[config.mk]
export PLATFORM = sky130hd
export DESIGN_NAME = typec_status_interrupt_regs
export DESIGN_NICKNAME = d
export VERILOG_FILES = /design/src/rtl/typec_irq_pkg.sv /design/src/rtl/w1c_flag_bank.sv /design/src/rtl/typec_status_interrupt_regs.sv
export VERILOG_INCLUDE_DIRS = /design/src /design/src/rtl
export SDC_FILE = /design/constraint.sdc
export NUM_CORES = 1
export LEC_CHECK = 0
export ABC_AREA = 1
export BUFFER_PORTS_ARGS = -buffer_cell sky130_fd_sc_hd__buf_2
export CORE_MARGIN = 1.5
export CORE_UTILIZATION = 30
export CTS_CLUSTER_SIZE = 10
export DETAILED_ROUTE_END_ITERATION = 10
export GPL_ROUTABILITY_DRIVEN = 0
export PLACE_DENSITY = 0.47
export SLEW_MARGIN = 30
export SYNTH_ARGS = -nofsm -noshare
export SYNTH_HDL_FRONTEND = slang
export SYNTH_HIERARCHICAL = 1
export SYNTH_SLANG_ARGS = --single-unit
[constraint.sdc]
create_clock -name clk_in -period 3.7 [get_ports clk_in]
set_clock_uncertainty 0.15 [all_clocks]
set_input_delay 0.37 -clock clk_in [delete_from_list [all_inputs] [get_ports clk_in]]
set_output_delay 0.37 -clock clk_in [all_outputs]
set_load 0.01 [all_outputs]
[src/rtl/typec_irq_defs.svh]
// Register map, field positions, reset values for the status/interrupt block
// Included by the status/interrupt register module only; definitions only
`ifndef TYPEC_IRQ_DEFS_SVH
`define TYPEC_IRQ_DEFS_SVH
`define ADDR_CONTROL        8'h04
`define ADDR_MASK_PRI       8'h0E
`define ADDR_MASK_SEC       8'h0F
`define ADDR_COND           8'h11
`define ADDR_COND_EXT       8'h12
`define ADDR_KIND           8'h13
`define ADDR_FLAGS          8'h14
`define ADDR_FLAGS_SEC      8'h15
`define RST_CONTROL         8'h4B
`define RST_ZERO            8'h00
`define MASK_PRI_USED       8'h7F
`define MASK_SEC_USED       8'h6F
`define KIND_USED           8'h7F
`define COND_EXT_USED       8'h03
`define CTRL_GLOBAL_MASK    0
`define EV_CC_SIDE          6
`define EV_FAULT            5
`define EV_BUS_POWER        4
`define EV_WEAK_BATT        3
`define EV_CUR_LEVEL        2
`define EV_DETACH           1
`define EV_ATTACH           0
`define CC_SIDE_NONE        2'h0
`define CC_SIDE_FAULT       2'h3
`endif

[src/rtl/typec_irq_pkg.sv]
// Types shared by the status/interrupt block
// Assumes the defs header is on the include path
package typec_irq_pkg;
  typedef logic [7:0] reg_byte_t;  // One register byte
  typedef enum logic [2:0] {
    PIN_IDLE   = 3'h1,
    PIN_ASSERT = 3'h2,
    PIN_HOLD   = 3'h4
  } pin_state_t;
endpackage : typec_irq_pkg

[src/rtl/w1c_flag_bank.sv]
// Bank of write-one-to-clear sticky event flags
// Assumes set and clear strobes come from the same clock domain
`timescale 1ns/1ps
module w1c_flag_bank #(
  parameter int WIDTH = 8
) (
  input  wire logic             clk_in,    // System clock
  input  wire logic             rst_in,    // Sync reset, active high
  input  wire logic [WIDTH-1:0] set_in,    // Event pulses
  input  wire logic [WIDTH-1:0] clr_in,    // Write-one clear strobes
  output logic      [WIDTH-1:0] flags_out  // Sticky flags
);
  ////////////////////////////////////////////////////////////////////////////
  // One flag per bit; set beats clear in the same cycle
  genvar g;
  generate
    for (g = 0; g < WIDTH; g++) begin : g_flag
      always_ff @(posedge clk_in) begin
        if (rst_in) begin
          flags_out[g] <= 1'b0;  // RULE13
        end else if (set_in[g]) begin
          flags_out[g] <= 1'b1;  // Set wins
        end else if (clr_in[g]) begin
          flags_out[g] <= 1'b0;  // RULE13
        end
      end
    end
  endgenerate
endmodule : w1c_flag_bank

[src/rtl/typec_status_interrupt_regs.sv]
// Status, attach-kind, event flag and mask registers of a Type-C port controller
// Assumes condition inputs come from same-clock detection logic; register port
// is a simple byte read/write strobe interface from the I2C target logic.
// Limitation: events are seen once per clock, so a level that flips and
// returns inside one cycle raises no flag.
// What this block does
// RULE1 - Primary mask gates seven event flags
// RULE2 - Secondary mask gates six remedy/force flags
// RULE3 - Masked events still set their flag
// RULE4 - Condition bit 7 shows weak-battery sink
// RULE5 - Condition bit 6 shows near-zero bus power
// RULE6 - Two-bit field reports CC side
// RULE7 - Condition bit 3 shows valid bus power
// RULE8 - Two-bit field reports advertised current
// RULE9 - Condition bit 0 shows attached
// RULE10 - Extended bit 1 shows sink CC fault
// RULE11 - Extended bit 0 shows remedy active
// RULE12 - Kind register flags attached role
// RULE13 - Flags reset zero, write one clears
// RULE14 - CC side flag on 00 to 01/10
// RULE15 - Fault flag on CC over Rd range
// RULE16 - Bus power flag on threshold crossing
// RULE17 - Weak-battery flag on enter and leave
// RULE18 - Current flag on level change
// RULE19 - Detach flag on detach
// RULE20 - Attach flag on attach
// RULE21 - Global mask blocks the request pin
// RULE22 - Second flag register holds remedy events
// RULE23 - Pin low on any unmasked flag
// RULE24 - Reserved bits read zero
`timescale 1ns/1ps
`include "typec_irq_defs.svh"
module typec_status_interrupt_regs
  import typec_irq_pkg::*;
(
  input  wire logic       clk_in,                  // System clock, 100 MHz
  input  wire logic       rst_in,                  // Sync reset, active high
  input  wire logic [7:0] reg_addr_in,             // Register address
  input  wire logic       reg_wr_in,               // Write strobe, one cycle
  input  wire logic [7:0] reg_wdata_in,            // Write data
  input  wire logic       reg_rd_in,               // Read strobe, one cycle
  output logic      [7:0] reg_rdata_out,           // Read data, next cycle
  output logic            reg_rvalid_out,          // Read data valid pulse
  input  wire logic       weak_batt_sink_active_in,// Weak-battery sink mode on
  input  wire logic       bus_power_near_zero_in,  // VBUS sense below safe zero
  input  wire logic [1:0] cc_side_in,              // Orientation code
  input  wire logic       bus_power_valid_in,      // VBUS sense in 5 V range
  input  wire logic [1:0] advertised_current_level_in, // CC current level
  input  wire logic       attached_in,             // Port attached
  input  wire logic       cc_fault_in,             // Sink CC over Rd range
  input  wire logic       rd_applied_in,           // Rd termination applied
  input  wire logic       remedy_active_in,        // Remedy methods running
  input  wire logic [6:0] attached_kind_in,        // Attached role flags
  input  wire logic [7:0] remedy_event_in,         // Remedy/force event pulses
  output logic            irq_n_out,               // Interrupt request, low
  output logic            irq_n_oe_n_out           // Pin enable, low drives
);
  ////////////////////////////////////////////////////////////////////////////
  // Writable registers
  reg_byte_t control_r;           // Control, bit 0 global mask
  reg_byte_t irq_mask_primary_r;  // Primary mask
  reg_byte_t irq_mask_secondary_r;// Secondary mask

  // Writes to read-only and unmapped addresses decode to nothing,
  // so they cannot disturb the status bytes
  // Write enables by address
  logic wr_ctrl, wr_mpri, wr_msec, wr_fl, wr_fl2;
  assign wr_ctrl = reg_wr_in && (reg_addr_in == `ADDR_CONTROL);
  assign wr_mpri = reg_wr_in && (reg_addr_in == `ADDR_MASK_PRI);
  assign wr_msec = reg_wr_in && (reg_addr_in == `ADDR_MASK_SEC);
  assign wr_fl   = reg_wr_in && (reg_addr_in == `ADDR_FLAGS);
  assign wr_fl2  = reg_wr_in && (reg_addr_in == `ADDR_FLAGS_SEC);

  // Only the global mask bit is used here; the other fields are kept
  // for the detection logic and read back as written
  // Control register storage
  always_ff @(posedge clk_in) begin
    if (rst_in) begin
      control_r <= `RST_CONTROL;
    end else if (wr_ctrl) begin
      control_r <= reg_wdata_in;
    end
  end

  // Reserved mask bits are dropped on the way in, so they read back zero
  // and leave unmasked only flag positions that never set
  // Mask registers, reserved bits forced zero
  always_ff @(posedge clk_in) begin
    if (rst_in) begin
      irq_mask_primary_r   <= `RST_ZERO;
      irq_mask_secondary_r <= `RST_ZERO;
    end else begin
      if (wr_mpri) begin
        irq_mask_primary_r <= reg_wdata_in & `MASK_PRI_USED;  // RULE1 RULE24
      end
      if (wr_msec) begin
        irq_mask_secondary_r <= reg_wdata_in & `MASK_SEC_USED;  // RULE2 RULE24
      end
    end
  end

  ////////////////////////////////////////////////////////////////////////////
  // The condition copy feeds both the read path and the edge detectors,
  // so a flag and the status bit that caused it appear on the same edge.
  // The fault copy remembers the qualified fault so it flags only once.
  // Condition snapshots for edge detection
  reg_byte_t port_condition_r;     // Condition register
  reg_byte_t port_condition_ext_r; // Extended condition
  reg_byte_t attached_kind_r;      // Attached kind
  reg_byte_t port_condition_nxt;   // Next condition value
  logic      fault_seen_r;         // Previous qualified fault

  // Assemble live condition byte
  always_comb begin
    port_condition_nxt      = `RST_ZERO;
    port_condition_nxt[7]   = weak_batt_sink_active_in;     // RULE4
    port_condition_nxt[6]   = bus_power_near_zero_in;       // RULE5
    port_condition_nxt[5:4] = cc_side_in;                   // RULE6
    port_condition_nxt[3]   = bus_power_valid_in;           // RULE7
    port_condition_nxt[2:1] = advertised_current_level_in;  // RULE8
    port_condition_nxt[0]   = attached_in;                  // RULE9
  end

  // Register the live condition
  always_ff @(posedge clk_in) begin
    if (rst_in) begin
      port_condition_r     <= `RST_ZERO;
      port_condition_ext_r <= `RST_ZERO;
      attached_kind_r      <= `RST_ZERO;
      fault_seen_r         <= 1'b0;
    end else begin
      port_condition_r     <= port_condition_nxt;
      port_condition_ext_r <= {6'h00, cc_fault_in, remedy_active_in};  // RULE10 RULE11
      attached_kind_r      <= {1'b0, attached_kind_in};  // RULE12
      fault_seen_r         <= cc_fault_in && rd_applied_in;
    end
  end

  ////////////////////////////////////////////////////////////////////////////
  // Each event compares a registered copy with the live input, so one
  // change gives exactly one set pulse.
  // CC side: only a move out of 00 into a resolved side counts; a move to
  // the fault code 11 and a return to 00 stay silent.
  // Bus power: either threshold bit moving, in either direction, counts.
  // Event detection from condition changes
  logic [7:0] event_set;  // Primary flag set pulses
  always_comb begin
    event_set = 8'h00;
    event_set[`EV_CC_SIDE] = (port_condition_r[5:4] == `CC_SIDE_NONE)
                          && (cc_side_in != `CC_SIDE_NONE)
                          && (cc_side_in != `CC_SIDE_FAULT);  // RULE14
    event_set[`EV_FAULT] = cc_fault_in && rd_applied_in && !fault_seen_r;  // RULE15
    event_set[`EV_BUS_POWER] = (port_condition_r[6] != bus_power_near_zero_in)
                            || (port_condition_r[3] != bus_power_valid_in);  // RULE16
    event_set[`EV_WEAK_BATT] = port_condition_r[7] != weak_batt_sink_active_in;  // RULE17
    event_set[`EV_CUR_LEVEL] = port_condition_r[2:1] != advertised_current_level_in;  // RULE18
    event_set[`EV_DETACH] = port_condition_r[0] && !attached_in;  // RULE19
    event_set[`EV_ATTACH] = !port_condition_r[0] && attached_in;  // RULE20
  end

  ////////////////////////////////////////////////////////////////////////////
  // Set beats a clear in the same cycle, so an event that arrives during
  // the host's clear write is not lost; the host sees it on its next read.
  // Reserved positions are never set.
  // Sticky flag banks; masks do not gate the setting
  logic [7:0] event_flags;      // Primary flags
  logic [7:0] event_flags_sec;  // Secondary flags

  w1c_flag_bank #(.WIDTH(8)) u_flags_pri (
    .clk_in    (clk_in),
    .rst_in    (rst_in),
    .set_in    (event_set & `MASK_PRI_USED),                       // RULE3
    .clr_in    (wr_fl ? reg_wdata_in : 8'h00),                     // RULE13
    .flags_out (event_flags)
  );

  w1c_flag_bank #(.WIDTH(8)) u_flags_sec (
    .clk_in    (clk_in),
    .rst_in    (rst_in),
    .set_in    (remedy_event_in & `MASK_SEC_USED),                 // RULE22
    .clr_in    (wr_fl2 ? reg_wdata_in : 8'h00),                    // RULE22
    .flags_out (event_flags_sec)
  );

  ////////////////////////////////////////////////////////////////////////////
  // The pin is open drain: data is held low and the enable does the work.
  // Driving it from a register costs one cycle after the flag, but keeps
  // glitches of the mask and flag decode off the pin.
  // Masks act only here, never on the flags themselves.
  // Interrupt pin: one-hot state tracks the drive
  logic       irq_pending;  // Any unmasked flag
  pin_state_t pin_state_r;  // Pin state
  assign irq_pending = !control_r[`CTRL_GLOBAL_MASK]
                    && (|(event_flags & ~irq_mask_primary_r)
                     || |(event_flags_sec & ~irq_mask_secondary_r));  // RULE21 RULE23

  // The state tracks how long the request has stood; it agrees with the
  // pin enable every cycle and is checked against it below.
  // Pin state machine
  always_ff @(posedge clk_in) begin
    if (rst_in) begin
      pin_state_r <= PIN_IDLE;
    end else begin
      case (pin_state_r)
        PIN_IDLE:   pin_state_r <= irq_pending ? PIN_ASSERT : PIN_IDLE;
        PIN_ASSERT: pin_state_r <= irq_pending ? PIN_HOLD : PIN_IDLE;
        PIN_HOLD:   pin_state_r <= irq_pending ? PIN_HOLD : PIN_IDLE;
        default:    pin_state_r <= PIN_IDLE;
      endcase
    end
  end

  // Registered pin drive, open drain: drive low only
  always_ff @(posedge clk_in) begin
    if (rst_in) begin
      irq_n_out      <= 1'b1;
      irq_n_oe_n_out <= 1'b1;
    end else begin
      irq_n_out      <= 1'b0;
      irq_n_oe_n_out <= !irq_pending;  // RULE23
    end
  end

  ////////////////////////////////////////////////////////////////////////////
  // Reads are registered, so a condition byte is one cycle older than the
  // inputs; unmapped addresses read as zero, never as unknown.
  // Read data holds until the next read strobe.
  // Read path, one cycle latency
  always_ff @(posedge clk_in) begin
    if (rst_in) begin
      reg_rdata_out  <= `RST_ZERO;
      reg_rvalid_out <= 1'b0;
    end else begin
      reg_rvalid_out <= reg_rd_in;
      if (reg_rd_in) begin
        case (reg_addr_in)
          `ADDR_CONTROL:   reg_rdata_out <= control_r;
          `ADDR_MASK_PRI:  reg_rdata_out <= irq_mask_primary_r;
          `ADDR_MASK_SEC:  reg_rdata_out <= irq_mask_secondary_r;
          `ADDR_COND:      reg_rdata_out <= port_condition_r;
          `ADDR_COND_EXT:  reg_rdata_out <= port_condition_ext_r & `COND_EXT_USED;  // RULE24
          `ADDR_KIND:      reg_rdata_out <= attached_kind_r & `KIND_USED;  // RULE24
          `ADDR_FLAGS:     reg_rdata_out <= event_flags;
          `ADDR_FLAGS_SEC: reg_rdata_out <= event_flags_sec;
          default:         reg_rdata_out <= `RST_ZERO;  // Unmapped reads zero
        endcase
      end
    end
  end

  ////////////////////////////////////////////////////////////////////////////
  // Assertions
  // Condition flag checks compare values sampled at the same edge: the condition
  // copy and the flag bank update together, so a change seen in the copy
  // must already show in its flag. Set beats clear, so a clear write in
  // the same cycle cannot hide a new flag.
  AST_PIN_FOLLOWS: assert property (@(posedge clk_in) disable iff (rst_in)  // RULE23
    irq_pending |=> !irq_n_oe_n_out) else $error("pin not driven on pending flag");
  AST_GLOBAL_MASK: assert property (@(posedge clk_in) disable iff (rst_in)  // RULE21
    control_r[0] |=> irq_n_oe_n_out) else $error("pin driven under global mask");
  AST_MASK_PRI: assert property (@(posedge clk_in) disable iff (rst_in)  // RULE1
    (event_flags_sec == 8'h00 && (event_flags & ~irq_mask_primary_r) == 8'h00)
    |=> irq_n_oe_n_out) else $error("masked flag drove pin");
  AST_MASK_SEC: assert property (@(posedge clk_in) disable iff (rst_in)  // RULE2
    (event_flags == 8'h00 && (event_flags_sec & ~irq_mask_secondary_r) == 8'h00)
    |=> irq_n_oe_n_out) else $error("masked secondary flag drove pin");
  AST_MASKED_SETS: assert property (@(posedge clk_in) disable iff (rst_in)  // RULE3
    event_set[`EV_ATTACH] |=> event_flags[`EV_ATTACH]) else $error("attach flag lost");
  AST_W1C: assert property (@(posedge clk_in) disable iff (rst_in)  // RULE13
    (wr_fl && reg_wdata_in[1] && !event_set[1]) |=> !event_flags[1])
    else $error("write one did not clear");
  AST_CC_SIDE: assert property (@(posedge clk_in) disable iff (rst_in)  // RULE14
    ($past(port_condition_r[5:4]) == 2'h0 && port_condition_r[5:4] == 2'h3
     && !$past(event_flags[6])) |-> !event_flags[6]) else $error("cc side flag on fault");
  AST_DETACH: assert property (@(posedge clk_in) disable iff (rst_in)  // RULE19
    $fell(port_condition_r[0]) |-> event_flags[1]) else $error("detach flag missing");
  AST_WEAK: assert property (@(posedge clk_in) disable iff (rst_in)  // RULE17
    $changed(port_condition_r[7]) |-> event_flags[3]) else $error("weak batt flag missing");
  AST_RSVD: assert property (@(posedge clk_in) disable iff (rst_in)  // RULE24
    !irq_mask_primary_r[7] && irq_mask_secondary_r[4] == 1'b0) else $error("reserved set");

  // Pin state machine and registered drive agree every cycle
  AST_PIN_STATE: assert property (@(posedge clk_in) disable iff (rst_in)  // RULE23
    (pin_state_r == PIN_IDLE) == irq_n_oe_n_out)
    else $error("pin state and pin drive disagree");

  // Open-drain data stays low out of reset; only the enable moves
  AST_PIN_LEVEL: assert property (@(posedge clk_in) disable iff (rst_in)  // RULE23
    1'b1 |=> !irq_n_out) else $error("pin data left low level");

  // Read data valid follows every read strobe by one cycle
  AST_RVALID: assert property (@(posedge clk_in) disable iff (rst_in)  // RULE13
    reg_rd_in |=> reg_rvalid_out) else $error("read valid missing");

  // Condition read returns the byte held at the strobe
  AST_RD_COND: assert property (@(posedge clk_in) disable iff (rst_in)  // RULE9
    (reg_rd_in && reg_addr_in == `ADDR_COND) |=> reg_rdata_out == $past(port_condition_r))
    else $error("condition read mismatch");

  // Flag read returns the flags held at the strobe
  AST_RD_FLAGS: assert property (@(posedge clk_in) disable iff (rst_in)  // RULE13
    (reg_rd_in && reg_addr_in == `ADDR_FLAGS) |=> reg_rdata_out == $past(event_flags))
    else $error("flag read mismatch");

  // Attach seen in the condition copy implies its flag
  AST_ATTACH: assert property (@(posedge clk_in) disable iff (rst_in)  // RULE20
    $rose(port_condition_r[0]) |-> event_flags[`EV_ATTACH])
    else $error("attach flag missing");

  // Any change of the current field implies its flag
  AST_CUR_LEVEL: assert property (@(posedge clk_in) disable iff (rst_in)  // RULE18
    $changed(port_condition_r[2:1]) |-> event_flags[`EV_CUR_LEVEL])
    else $error("current level flag missing");

  // Either bus power bit moving implies its flag
  AST_BUS_POWER: assert property (@(posedge clk_in) disable iff (rst_in)  // RULE16
    ($changed(port_condition_r[6]) || $changed(port_condition_r[3]))
    |-> event_flags[`EV_BUS_POWER]) else $error("bus power flag missing");

  // A new qualified fault implies the fault flag
  AST_FAULT: assert property (@(posedge clk_in) disable iff (rst_in)  // RULE15
    $rose(fault_seen_r) |-> event_flags[`EV_FAULT]) else $error("fault flag missing");

  // Reserved flag positions never set
  AST_FLAG_RSVD: assert property (@(posedge clk_in) disable iff (rst_in)  // RULE24
    !event_flags[7] && !event_flags_sec[7] && !event_flags_sec[4])
    else $error("reserved flag set");

  // Reserved status and kind bits stay zero
  AST_STATUS_RSVD: assert property (@(posedge clk_in) disable iff (rst_in)  // RULE24
    port_condition_ext_r[7:2] == 6'h00 && !attached_kind_r[7])
    else $error("reserved status bit set");

  // Cover points for the main scenarios
  COV_ATTACH: cover property (@(posedge clk_in) disable iff (rst_in)
    event_set[0] ##1 !irq_n_oe_n_out);
  COV_CLEAR: cover property (@(posedge clk_in) disable iff (rst_in)
    !irq_n_oe_n_out ##1 wr_fl ##2 irq_n_oe_n_out);
  COV_SEC: cover property (@(posedge clk_in) disable iff (rst_in) |event_flags_sec);
  COV_MASKED: cover property (@(posedge clk_in) disable iff (rst_in)
    |(event_flags & irq_mask_primary_r) && irq_n_oe_n_out);
  COV_GLOBAL: cover property (@(posedge clk_in) disable iff (rst_in)
    control_r[`CTRL_GLOBAL_MASK] && |event_flags_sec);
endmodule : typec_status_interrupt_regs

# Yosys cells after proc, flatten, opt, wreduce, memory -nomap -nowiden
# Cells that the tools add are included.
dict set report word_totals {
  output_inout_bits 11
  input_bits 46
  wordCells 107
  reg_bits 63
}
dict set report op_classes {
  eq_ne 13
  bitwise_logic 4
  reduce_logical 36
  n_mux 30
}
# operator count
set op_table {}
lappend op_table {{$pmux W8 S8} 1}
lappend op_table {{$eq A8 B5 Y1 const B} 5}
lappend op_table {{$reduce_bool A2 Y1} 14}
lappend op_table {{$mux W1} 27}
lappend op_table {{$and A7 B8 Y8} 2}
lappend op_table {{$eq A8 B4 Y1 const B} 2}
lappend op_table {{$not A7 Y8} 2}
lappend op_table {{$reduce_or A8 Y1} 2}
lappend op_table {{$mux W7} 2}
lappend op_table {{$logic_and A1 B1 Y1} 12}
lappend op_table {{$eq A8 B3 Y1 const B} 1}
lappend op_table {{$logic_not A1 Y1} 5}
lappend op_table {{$ne A1 B1 Y1} 3}
lappend op_table {{$logic_not A2 Y1} 1}
lappend op_table {{$logic_or A1 B1 Y1} 2}
lappend op_table {{$ne A2 B2 Y1} 1}
lappend op_table {{$ne A2 B2 Y1 const B} 1}

# Depth between registers and ports, before layout
# Gate-level depths: netlist of run 1.
dict set report depth {
  depth_word 6
  ltp_mapped 10
}

# By module
# The synthesis of run 1 kept the hierarchy.
# module instances area_each_um2 cells_each
set by_module_without_submodules {}
lappend by_module_without_submodules {typec_status_interrupt_regs 1 2542.4 376}
lappend by_module_without_submodules {w1c_flag_bank 2 331.6 41}

# Least setup slack after synthesis of run 1
# Ideal clock, no wire load.
dict set report synth_path {
  path_kind {in2reg}
  start {input reg_addr_in[3]}
  end {register u_flags_pri.flags_out[6]}
  cell_stages 9
  arrival_ns 1.287
  path_slack_ns 2.149
  cell_sequence {inv_1 > nand2_2 > nor2_8 > buf_6 > nand3_1 > nor2_1 > inv_1 > nand2_1 > a21oi_2}
}
dict set report synth_between {
  elab_chain_cells 4
}
# element line_no
set synth_lines {}
lappend synth_lines {{from (decl)} typec_status_interrupt_regs.sv:38} ;# input wire logic [7:0] reg_addr_in,
lappend synth_lines {{$eq A8 B5 Y1} -}
lappend synth_lines {{$logic_and A1 B1 Y1} typec_status_interrupt_regs.sv:71} ;# assign wr_fl = reg_wr_in && (reg_addr_in == `ADDR_FLAGS);
lappend synth_lines {{$mux W7} typec_status_interrupt_regs.sv:173} ;# .clr_in (wr_fl ? reg_wdata_in : 8'h00),
lappend synth_lines {{$reduce_bool A2 Y1 (no line)} -}
lappend synth_lines {{to (signal, indexed assignment)} w1c_flag_bank.sv:20} ;# flags_out[g] <= 1'b0;
lappend synth_lines {{to (signal, indexed assignment)} w1c_flag_bank.sv:22} ;# flags_out[g] <= 1'b1;
lappend synth_lines {{to (signal, indexed assignment)} w1c_flag_bank.sv:24} ;# flags_out[g] <= 1'b0;
lappend synth_lines {{to (decl)} w1c_flag_bank.sv:11} ;# output logic [WIDTH-1:0] flags_out
# No other way between the ends.
# A chain may end at the register's enable or synchronous reset.

# Worst setup path in the final report of run 1
dict set report layout_path {
  start {input reg_addr_in[6]}
  end {register irq_mask_secondary_r[0]}
}
dict set report layout_between {
  elab_chain_cells 2
}
# element line_no
set layout_lines {}
lappend layout_lines {{$eq A8 B4 Y1} -}
lappend layout_lines {{$logic_and A1 B1 Y1} typec_status_interrupt_regs.sv:70} ;# assign wr_msec = reg_wr_in && (reg_addr_in == `ADDR_MASK_SEC);
lappend layout_lines {{to (signal assigned)} typec_status_interrupt_regs.sv:91} ;# irq_mask_secondary_r <= `RST_ZERO;
lappend layout_lines {{to (signal assigned)} typec_status_interrupt_regs.sv:97} ;# irq_mask_secondary_r <= reg_wdata_in & `MASK_SEC_USED;
lappend layout_lines {{to (decl)} typec_status_interrupt_regs.sv:62} ;# reg_byte_t irq_mask_secondary_r;
# No other way between the ends.

==> out/results.ini, run 1 <==
[status]
run_status=completed

[timing]
timing.final.max_slew_violations=0
timing.max_slew.rel_slack_pct=60.1
clock.fmax_mhz=535
final_period_minus_worst_setup_slack_ps=1870
timing.final.hold_violations=0
timing.final.setup_violations=0
fin_crit_sh_pct=50.5
timing.setup.tns_ps=0
rsz0062_at_grt=no
max_slew.worst_pin.slew_ps=598

[route]
num_vias=2905
drcViolationCount=0
antenna_violating_nets_remaining=0
wirelength_um=8810
drt-initial-drc-count=144
detail_route.wl_per_cell_um=13.5
viasPerCell=4.46
drt_pass1_iterations=4

[die]
die_height_um=106
num_io_pins=57
initial_utilization_pct=31.1
die_area_um2=11300
floorplan.rows=37
design.core.area_um2=10300
die-width_um=106

[cts]
clock-root-buffer=sky130_fd_sc_hd__clkbuf_8
cts.repair_timing.setup_buffer_count=0
cts.clk_slew.worst_paths_ps=70
tritoncts.num_buffers=9
cts_max_path_buffers=2
post_cts_resize_count=0
clock-sinks=66
h-tree-depth=3
cts-hold-fix-buffers=0
clk-insertion-delay-late_ps=340
tritoncts_clock_tree=built

[worst_setup_path]
worst_path_max_delay_cell=sky130_fd_sc_hd__nand3_1
rrSetupSlack_ps=2410
worstPathCellList=buf_2 > inv_1 > nand2_2 > nor2_4 > nand3_1 > o21ai_0 > a21oi_1
critPathLaunchType=input pin
cp.arrival_ps=1940
setup.worst_path.end_class=flip-flop
crit_path_max_fanout=22
crit_required_ps=3770
critical_path_class=input pin to flip-flop
timing.critical_path.slowest_cell_delay_ps=490

[pwr]
cellPowerDensity_nw_per_um2=402
irDropWorstVdd_uv=136
static-leakage-power_nw=1.77

[synthesis]
synth_warnings=6
synth.ff_latch_count=66
syn_area_per_cell_um2=7.00
mappedNetlistArea_um2=3210
synth_flop_cell=sky130_fd_sc_hd__dfxtp_1
seq_area_frac_synth_pct=41.2
synth-edff-count=0
asyncSetResetFlopFracSynth_pct=0
synth.lib_cells_used.distinct=31
netlist_instances=458

[global_routing]
grt.total_usage_pct=16.6
grt_most_used_layer=met2
met2_routing_resource_usage_after_global_routing_pct=25.4
grt_max_degree=32
global_route.usage.met1_pct=22.8
grt_util_met3_pct=4.17
grt_antenna_before_repair=0
grt_pass1_wl_um=14200
grt_pass1_vias=2697
grt_overflow_total=0

[final_layout]
area_growth_pct=17.2
drive_gt1_share_pct=20.5
insertedDiodeCount=0
layout.cells.non_filler=652
layout.nets=557

[run]
drv.max_cap_violation_count=0

[placed_design]
total_placed_cells_including_tap_cells=636
io_buffers=54
hpwlAfterDp_um=6590

[hold_path]
worst_hold_path_type=input pin to flip-flop

==> cell usage after synthesis (3+ instances only) <==
library cell | instances | area share (%)
sky130_fd_sc_hd__a21oi_1 | 19 | 3.0
sky130_fd_sc_hd__a21oi_2 | 22 | 6.0
sky130_fd_sc_hd__buf_2 | 4 | 0.62
sky130_fd_sc_hd__buf_4 | 4 | 0.94
sky130_fd_sc_hd__buf_6 | 4 | 1.4
sky130_fd_sc_hd__clkbuf_1 | 3 | 0.35
sky130_fd_sc_hd__dfxtp_1 | 66 | 41
sky130_fd_sc_hd__inv_1 | 82 | 9.6
sky130_fd_sc_hd__nand2_1 | 90 | 11
sky130_fd_sc_hd__nand3_1 | 51 | 8.0
sky130_fd_sc_hd__nor2_1 | 58 | 6.8
sky130_fd_sc_hd__nor2_2 | 4 | 0.78
sky130_fd_sc_hd__nor2_4 | 3 | 1.1
sky130_fd_sc_hd__nor3_1 | 3 | 0.47
sky130_fd_sc_hd__o211ai_1 | 4 | 0.94
sky130_fd_sc_hd__o21ai_0 | 13 | 2.0
sky130_fd_sc_hd__o21ai_1 | 6 | 0.94
sky130_fd_sc_hd__xnor2_1 | 4 | 1.1
==> layer usage <==
layer  wire length [µm]  vias up  share of wire (%)
met4                111        0                1.3
met2               3980       72                 45
met3                468        6                5.3
met1               4250     1301                 48
li1                   -     1526                  -
met5                  0        -                  0
==> area by class of cell <==
| type | count | area [µm²] |
|---|---|---|
| multi-input combinational | 292 | 1460 |
| timing repair buffer | 56 | 285 |
| clock buffer | 14 | 163 |
| sequential | 66 | 1320 |
| clock inverter | 2 | 35.0 |
| fill | 1137 | 6570 |
| inverter | 86 | 324 |
| tap | 136 | 170 |
==> state kept, by name, summed over array words and instances, names as in the netlist <==
signal                 count
attached_kind_r            7
reg_rvalid_out             1
irq_mask_secondary_r       6
reg_rdata_out              8
u_flags_pri/flags_out      8
port_condition_r           8
irq_n_out                  1
irq_mask_primary_r         7
fault_seen_r               1
irq_n_oe_n_out             1
port_condition_ext_r       2
control_r                  8
u_flags_sec/flags_out      8
==> final timing paths <==
kind	from	endpoint	cells past startpoint
max	reg_addr_in[6]	irq_mask_secondary_r[0]	7
min	attached_kind_in[3]	attached_kind_r[3]	3
max reg2reg	irq_mask_primary_r[5]	irq_n_oe_n_out	6
min reg2reg	reg_rdata_out[6]	reg_rdata_out[6]	2
==> layout by cell type (no fill, tap or decap), types with 3 or more instances in the layout <==
cell                       Yosys  final
sky130_fd_sc_hd__buf_2         4     54
sky130_fd_sc_hd__o21ai_0      13     13
sky130_fd_sc_hd__nand3_1      51     51
sky130_fd_sc_hd__o21ai_1       6      6
sky130_fd_sc_hd__clkbuf_8      0     11
sky130_fd_sc_hd__nor3_1        3      3
sky130_fd_sc_hd__nor2_1       58     58
sky130_fd_sc_hd__a21oi_2      22     22
sky130_fd_sc_hd__a21oi_1      19     19
sky130_fd_sc_hd__clkbuf_1      3      3
sky130_fd_sc_hd__o211ai_1      4      4
sky130_fd_sc_hd__conb_1        1      3
sky130_fd_sc_hd__nand2_1      90     90
sky130_fd_sc_hd__dfxtp_1      66     66
sky130_fd_sc_hd__inv_1        82     82
sky130_fd_sc_hd__nor2_4        3      3
sky130_fd_sc_hd__xnor2_1       4      4
sky130_fd_sc_hd__nor2_2        4      4
==> critical path: cells and delay by family <==
family / cells / cell delay (ps)
compound gates: 2 / 380
simple gates: 3 / 1030
buf+inv: 2 / 150
==> metrics by stage <==
stage          setup WS [ps]  power, W  util, %  hold WS, ps  instance area [µm²]
3_5_place_dp            1500  0.000908     34.5          311                 3560
3_3_place_gp            1510  0.000905     34.5          305                 3560
2_1_floorplan           2150  0.000853        -          248                 3210
6_report                1830   0.00151     36.4         83.4                 3760
5_1_grt                 1660   0.00158     36.4         76.0                 3760
4_1_cts                 1860   0.00153     36.4         67.8                 3760
==> cell families (layout without fill, tap and decap cells) <==
group	after synthesis	after routing	share of synthesized area (%)
simple gates	216	216	29.9
buf+inv	102	158	13.5
compound gates	68	68	13.9
flops	66	66	41.2
xor+xnor	5	5	1.37
other cells	1	3	0.117
==> power by group <==
group	switching, W	total [W]	internal [W]
Combinational	0.0000854	0.000135	0.0000500
Clock	0.000272	0.000621	0.000348
Sequential	0.0000185	0.000754	0.000736
Total	0.000376	0.00151	0.00113
(Power assumes the default switching activity.)
==> inputs of run 2 (changes only) <==
ABC_AREA = 0   (was 1)
clock period = 1.76 ns   (was 3.7 ns; I/O delays follow)
==> out/results.ini, run 2 <==
[placed_design]
hpwlAfterDp_um=7160
io_buffers=54
post_place_setup_slack_ps=-218
total_placed_cells_including_tap_cells=560

[worst_setup_path]
rrSetupSlack_ps=320
setup.worst_path.end_class=flip-flop
critical_path_class=input pin to flip-flop
worst_path_max_delay_cell=sky130_fd_sc_hd__or4_1
critPathLaunchType=input pin
crit_required_ps=1830
crit_path_max_fanout=7
timing.critical_path.slowest_cell_delay_ps=570
cp.arrival_ps=1680
worstPathCellList=buf_2 > buf_4 > or4_1 > or3_1 > nand2_1 > a21oi_1
worst-r2r-cell-count=4

[global_routing]
grt_overflow_total=0
grt_pass1_vias=2840
grt_max_degree=41
grt.total_usage_pct=17.6
grt_pass1_wl_um=15200
grt_antenna_before_repair=0

[route]
drcViolationCount=0
wirelength_um=9490
viasPerCell=4.75
detail_route.wl_per_cell_um=15.6
num_vias=2881
drt-initial-drc-count=96
drt_pass1_iterations=4
antenna_violating_nets_remaining=0

[die]
die_height_um=108
initial_utilization_pct=30.6
die_area_um2=11600
design.core.area_um2=10700
die-width_um=108
floorplan.rows=38
num_io_pins=57

[cts]
cts_max_path_buffers=2
tritoncts_clock_tree=built
h-tree-depth=3
cts.clk_slew.worst_paths_ps=70
clock-root-buffer=sky130_fd_sc_hd__clkbuf_8
tritoncts.num_buffers=9
clk-insertion-delay-late_ps=350
clock-sinks=66

[synthesis]
seq_area_frac_synth_pct=40.2
synth.ff_latch_count=66
synth.lib_cells_used.distinct=52
most_frequently_used_cell_type_in_the_post_synthesis_netlist=sky130_fd_sc_hd__dfxtp_1
mappedNetlistArea_um2=3290
asyncSetResetFlopFracSynth_pct=0
synth-edff-count=0
post_synth_main_area_contributors=sky130_fd_sc_hd__dfxtp_1 40%, sky130_fd_sc_hd__mux2i_1 7.3%, sky130_fd_sc_hd__nand2b_4 6.7%, sky130_fd_sc_hd__a21oi_2 4.3%, sky130_fd_sc_hd__inv_1 4.0%
netlist_instances=357
synth_warnings=6
netlist.top_cell.by_area=sky130_fd_sc_hd__dfxtp_1
synth_flop_cell=sky130_fd_sc_hd__dfxtp_1
area_share_of_the_largest_cell_type_after_synthesis_pct=40.2
syn_area_per_cell_um2=9.21
synth_common_cells=66 x sky130_fd_sc_hd__dfxtp_1, 35 x sky130_fd_sc_hd__inv_1, 24 x sky130_fd_sc_hd__mux2i_1, 23 x sky130_fd_sc_hd__nor2_1, 21 x sky130_fd_sc_hd__nor2b_1

[final_layout]
area_growth_pct=34.0
insertedDiodeCount=0
layout_commonest_cell=sky130_fd_sc_hd__dfxtp_1
layout.nets=509
layout.cells.non_filler=607
multi_input_comb_area_um2=1780
drive_gt1_share_pct=30.4
sequential_cell_area_um2=1320
nFillCells=1156
layout.core_utilization_pct=41.0
layout.cells.most_common_list=66 x sky130_fd_sc_hd__dfxtp_1, 54 x sky130_fd_sc_hd__buf_2, 35 x sky130_fd_sc_hd__inv_1

[timing]
whs_ps=26.2
clock.fmax_mhz=619
rsz0062_at_grt=no
setup_slack_ps=144
max_slew.worst_pin.slew_ps=551
timing.max_slew.rel_slack_pct=63.3
timing.final.hold_violations=0
final_period_minus_worst_setup_slack_ps=1620
timing.final.max_slew_violations=0
fin_crit_sh_pct=91.8
timing.final.setup_violations=0

[pwr]
static-leakage-power_nw=1.77
power_w=0.00322
cellPowerDensity_nw_per_um2=731
irDropWorstVdd_uv=277

[hold_path]
min_path_cells=3
worst_hold_path_type=input pin to flip-flop

[run]
drv.max_cap_violation_count=0

[status]
run_status=completed

## run 2: final cells by class
class	instances	area share, %
Clock buffer	12	3.52
Clock inverter	3	0.341
Inverter	36	3.07
Multi-Input combinational cell	236	40.4
Sequential cell	66	30.0
Tap cell	140	3.98
Timing Repair Buffer	114	18.7
## run 2: final timing paths
check,to,from
setup / recovery,irq_mask_primary_r[6],reg_addr_in[5]
hold / removal,reg_rdata_out[6],rst_in
setup reg to reg,irq_n_oe_n_out,u_flags_sec/flags_out[3]
hold reg to reg,control_r[6],control_r[6]
## run 2: layer usage
layer / global-route usage (%) / up-vias / share of wire [%]
met3: 4.12 / 17 / 3.4
met1: 22.7 / 1339 / 48
met2: 28.1 / 70 / 46
met5: 0 / - / 0
met4: 7.61 / 0 / 2.5
li1: - / 1455 / -
## run 2: logic make-up after synthesis
logic type	share of synthesized area, %
DFF	40.2
and+or+nand+nor	27.8
xor gates and xnor gates	1.60
buffers and inverters	7.27
other	0.114
muxes	7.65
AOI/OAI and AO/OA	15.4
## run 2: power breakdown
group	switching, W	leakage [nW]	internal (W)	total, W
Combinational	0.000223	1.13	0.000236	0.000459
Clock	0.000587	0.0920	0.000574	0.00116
Sequential	0.0000512	0.543	0.00155	0.00160
## run 2: metrics by stage
step / area [µm²] / TNS, ps
2_1_floorplan: 3380 / -1130
3_3_place_gp: 3920 / -6850
3_5_place_dp: 3920 / -6950
4_1_cts: 4410 / 0
5_1_grt: 4410 / 0
6_report: 4410 / 0
## run 2: timing repair
action | in CTS | in global routing
gates resized for setup | 0 | 0
hold endpoints to repair | 42 | 0
hold buffers | 32 | 0
buffers inserted | 0 | 0
## run 2: critical path: cells and delay by family
| kind | cells | cell delay, ps |
|---|---|---|
| AOI/OAI and AO/OA | 1 | 70 |
| buffers and inverters | 2 | 280 |
| and+or+nand+nor | 3 | 1160 |
==> inputs of run 3 (changes only) <==
SETUP_SLACK_MARGIN = 0.4   (was unset)
==> out/results.ini, run 3 (synthesis results as in run 2) <==
[route]
detail_route.wl_per_cell_um=16.1
drt_pass1_iterations=4
antenna_violating_nets_remaining=0
drt-initial-drc-count=104
drcViolationCount=0
num_vias=2978
wirelength_um=10000
viasPerCell=4.79

[final_layout]
layout.nets=524
layout.cells.non_filler=622
layout_commonest_cell=sky130_fd_sc_hd__dfxtp_1
drive_gt1_share_pct=42.1
area_growth_pct=49.4
layout.cells.most_common_list=59 x sky130_fd_sc_hd__dfxtp_1, 48 x sky130_fd_sc_hd__buf_2, 34 x sky130_fd_sc_hd__inv_1
insertedDiodeCount=0

[worst_setup_path]
rrSetupSlack_ps=390
rr_endpoint=reg_rdata_out[6]
crit_path_max_fanout=6
critical_path.reg2reg.startpoint=reg_rdata_out[6]
crit_path_end=control_r[1]
cp.arrival_ps=1620
critPathLaunchType=input pin
crit_start=reg_addr_in[0]
setup.worst_path.end_class=flip-flop
worst-r2r-cell-count=4
critical_path_class=input pin to flip-flop
crit_required_ps=1850

[cts]
cts_max_path_buffers=2
clock-sinks=66
tritoncts_clock_tree=built
cts.clk_slew.worst_paths_ps=70
tritoncts.num_buffers=9
clock-root-buffer=sky130_fd_sc_hd__clkbuf_8
clk-insertion-delay-late_ps=350
h-tree-depth=3

[die]
floorplan.rows=38
initial_utilization_pct=30.6
die_height_um=108
die-width_um=108
die_area_um2=11600
design.core.area_um2=10700
num_io_pins=57

[timing]
final_period_minus_worst_setup_slack_ps=1540
timing.final.setup_violations=0
clock.fmax_mhz=651
timing.setup.tns_ps=0
timing.final.max_slew_violations=0
timing.final.hold_violations=0
rsz0062_at_grt=yes
fin_crit_sh_pct=87.3
whs_ps=36.5

[global_routing]
grt_antenna_before_repair=0
grt_pass1_vias=3017
grt.total_usage_pct=18.5
grt_util_met3_pct=4.72
global_route.usage.met1_pct=24.5
met2_routing_resource_usage_after_global_routing_pct=29.2
grt_overflow_total=0
grt_most_used_layer=met2
grt_max_degree=49
grt_pass1_wl_um=16100

[pwr]
irDropWorstVdd_uv=355
cellPowerDensity_nw_per_um2=672
static-leakage-power_nw=1.93

[placed_design]
hpwlAfterDp_um=7420
total_placed_cells_including_tap_cells=566
io_buffers=54

[hold_path]
worst_hold_path_type=input pin to flip-flop

[run]
drv.max_cap_violation_count=0

[status]
run_status=completed

run 3: cell count changes in the layout (fill, tap and decap cells not counted), moves of 6 or more:
cell                      delta
sky130_fd_sc_hd__buf_2       -6
sky130_fd_sc_hd__nor4_4      +6
sky130_fd_sc_hd__dfxtp_1     -7
sky130_fd_sc_hd__nor4_1      -8
sky130_fd_sc_hd__buf_6      +14
sky130_fd_sc_hd__nand2_2     +6
sky130_fd_sc_hd__nor3_1      -6
sky130_fd_sc_hd__nand2_1     -6
run 3: final cells by class:
class	instances	area, µm²
well taps	140	175
multi-input cells	237	2060
inverters	36	135
repair buffers	128	1030
flip-flops and latches	66	1340
clock buffers	13	159
clock inverters	2	12.5
fillers	1083	5830
run 3: worst min-delay path by stage:
stage | from | end | slack (ps) | cells after the start
finish | rst_in | reg_rdata_out[6] | 40 | 3
floorplan | rst_in | irq_n_out | 50 | 0
global placement | attached_kind_in[3] | attached_kind_r[3] | 240 | 2
detailed placement | attached_kind_in[5] | attached_kind_r[5] | 240 | 2
CTS | rst_in | reg_rdata_out[6] | 20 | 3
global route | rst_in | reg_rdata_out[6] | 20 | 3
run 3: report_power, final:
part,internal [W],leakage (nW),switching [W]
Clock,0.000579,0.0855,0.000571
Sequential,0.00155,0.545,0.0000572
Combinational,0.000280,1.29,0.000260
run 3: layer usage:
metal	wire (µm)	up-vias
met1	4730	1405
met4	196	0
met3	446	16
met2	4650	76
met5	0	-
li1	-	1481
run 3: metrics by stage:
step	setup slack [ps]	power [W]	instance area (µm²)	utilization, %
3_5_place_dp	-219	0.00207	4020	37.4
2_1_floorplan	-152	0.00188	3460	-
6_report	223	0.00330	4910	45.7
3_3_place_gp	-189	0.00206	4020	37.4
5_1_grt	217	0.00347	4910	45.7
4_1_cts	200	0.00333	4720	43.9
run 3: worst max-delay path, stage by stage:
cell and delay (ps):
sky130_fd_sc_hd__buf_6 90, sky130_fd_sc_hd__or4b_4 570, sky130_fd_sc_hd__or4_4 500, sky130_fd_sc_hd__a211o_1 280
run 3: what timing repair did:
item,in CTS,in global routing
setup buffers,4,4
setup endpoints to repair,43,46
hold buffers,32,0
pin swaps,23,31
gates cloned,1,0
gates resized for setup,37,36
endpoints found under the hold margin,41,0
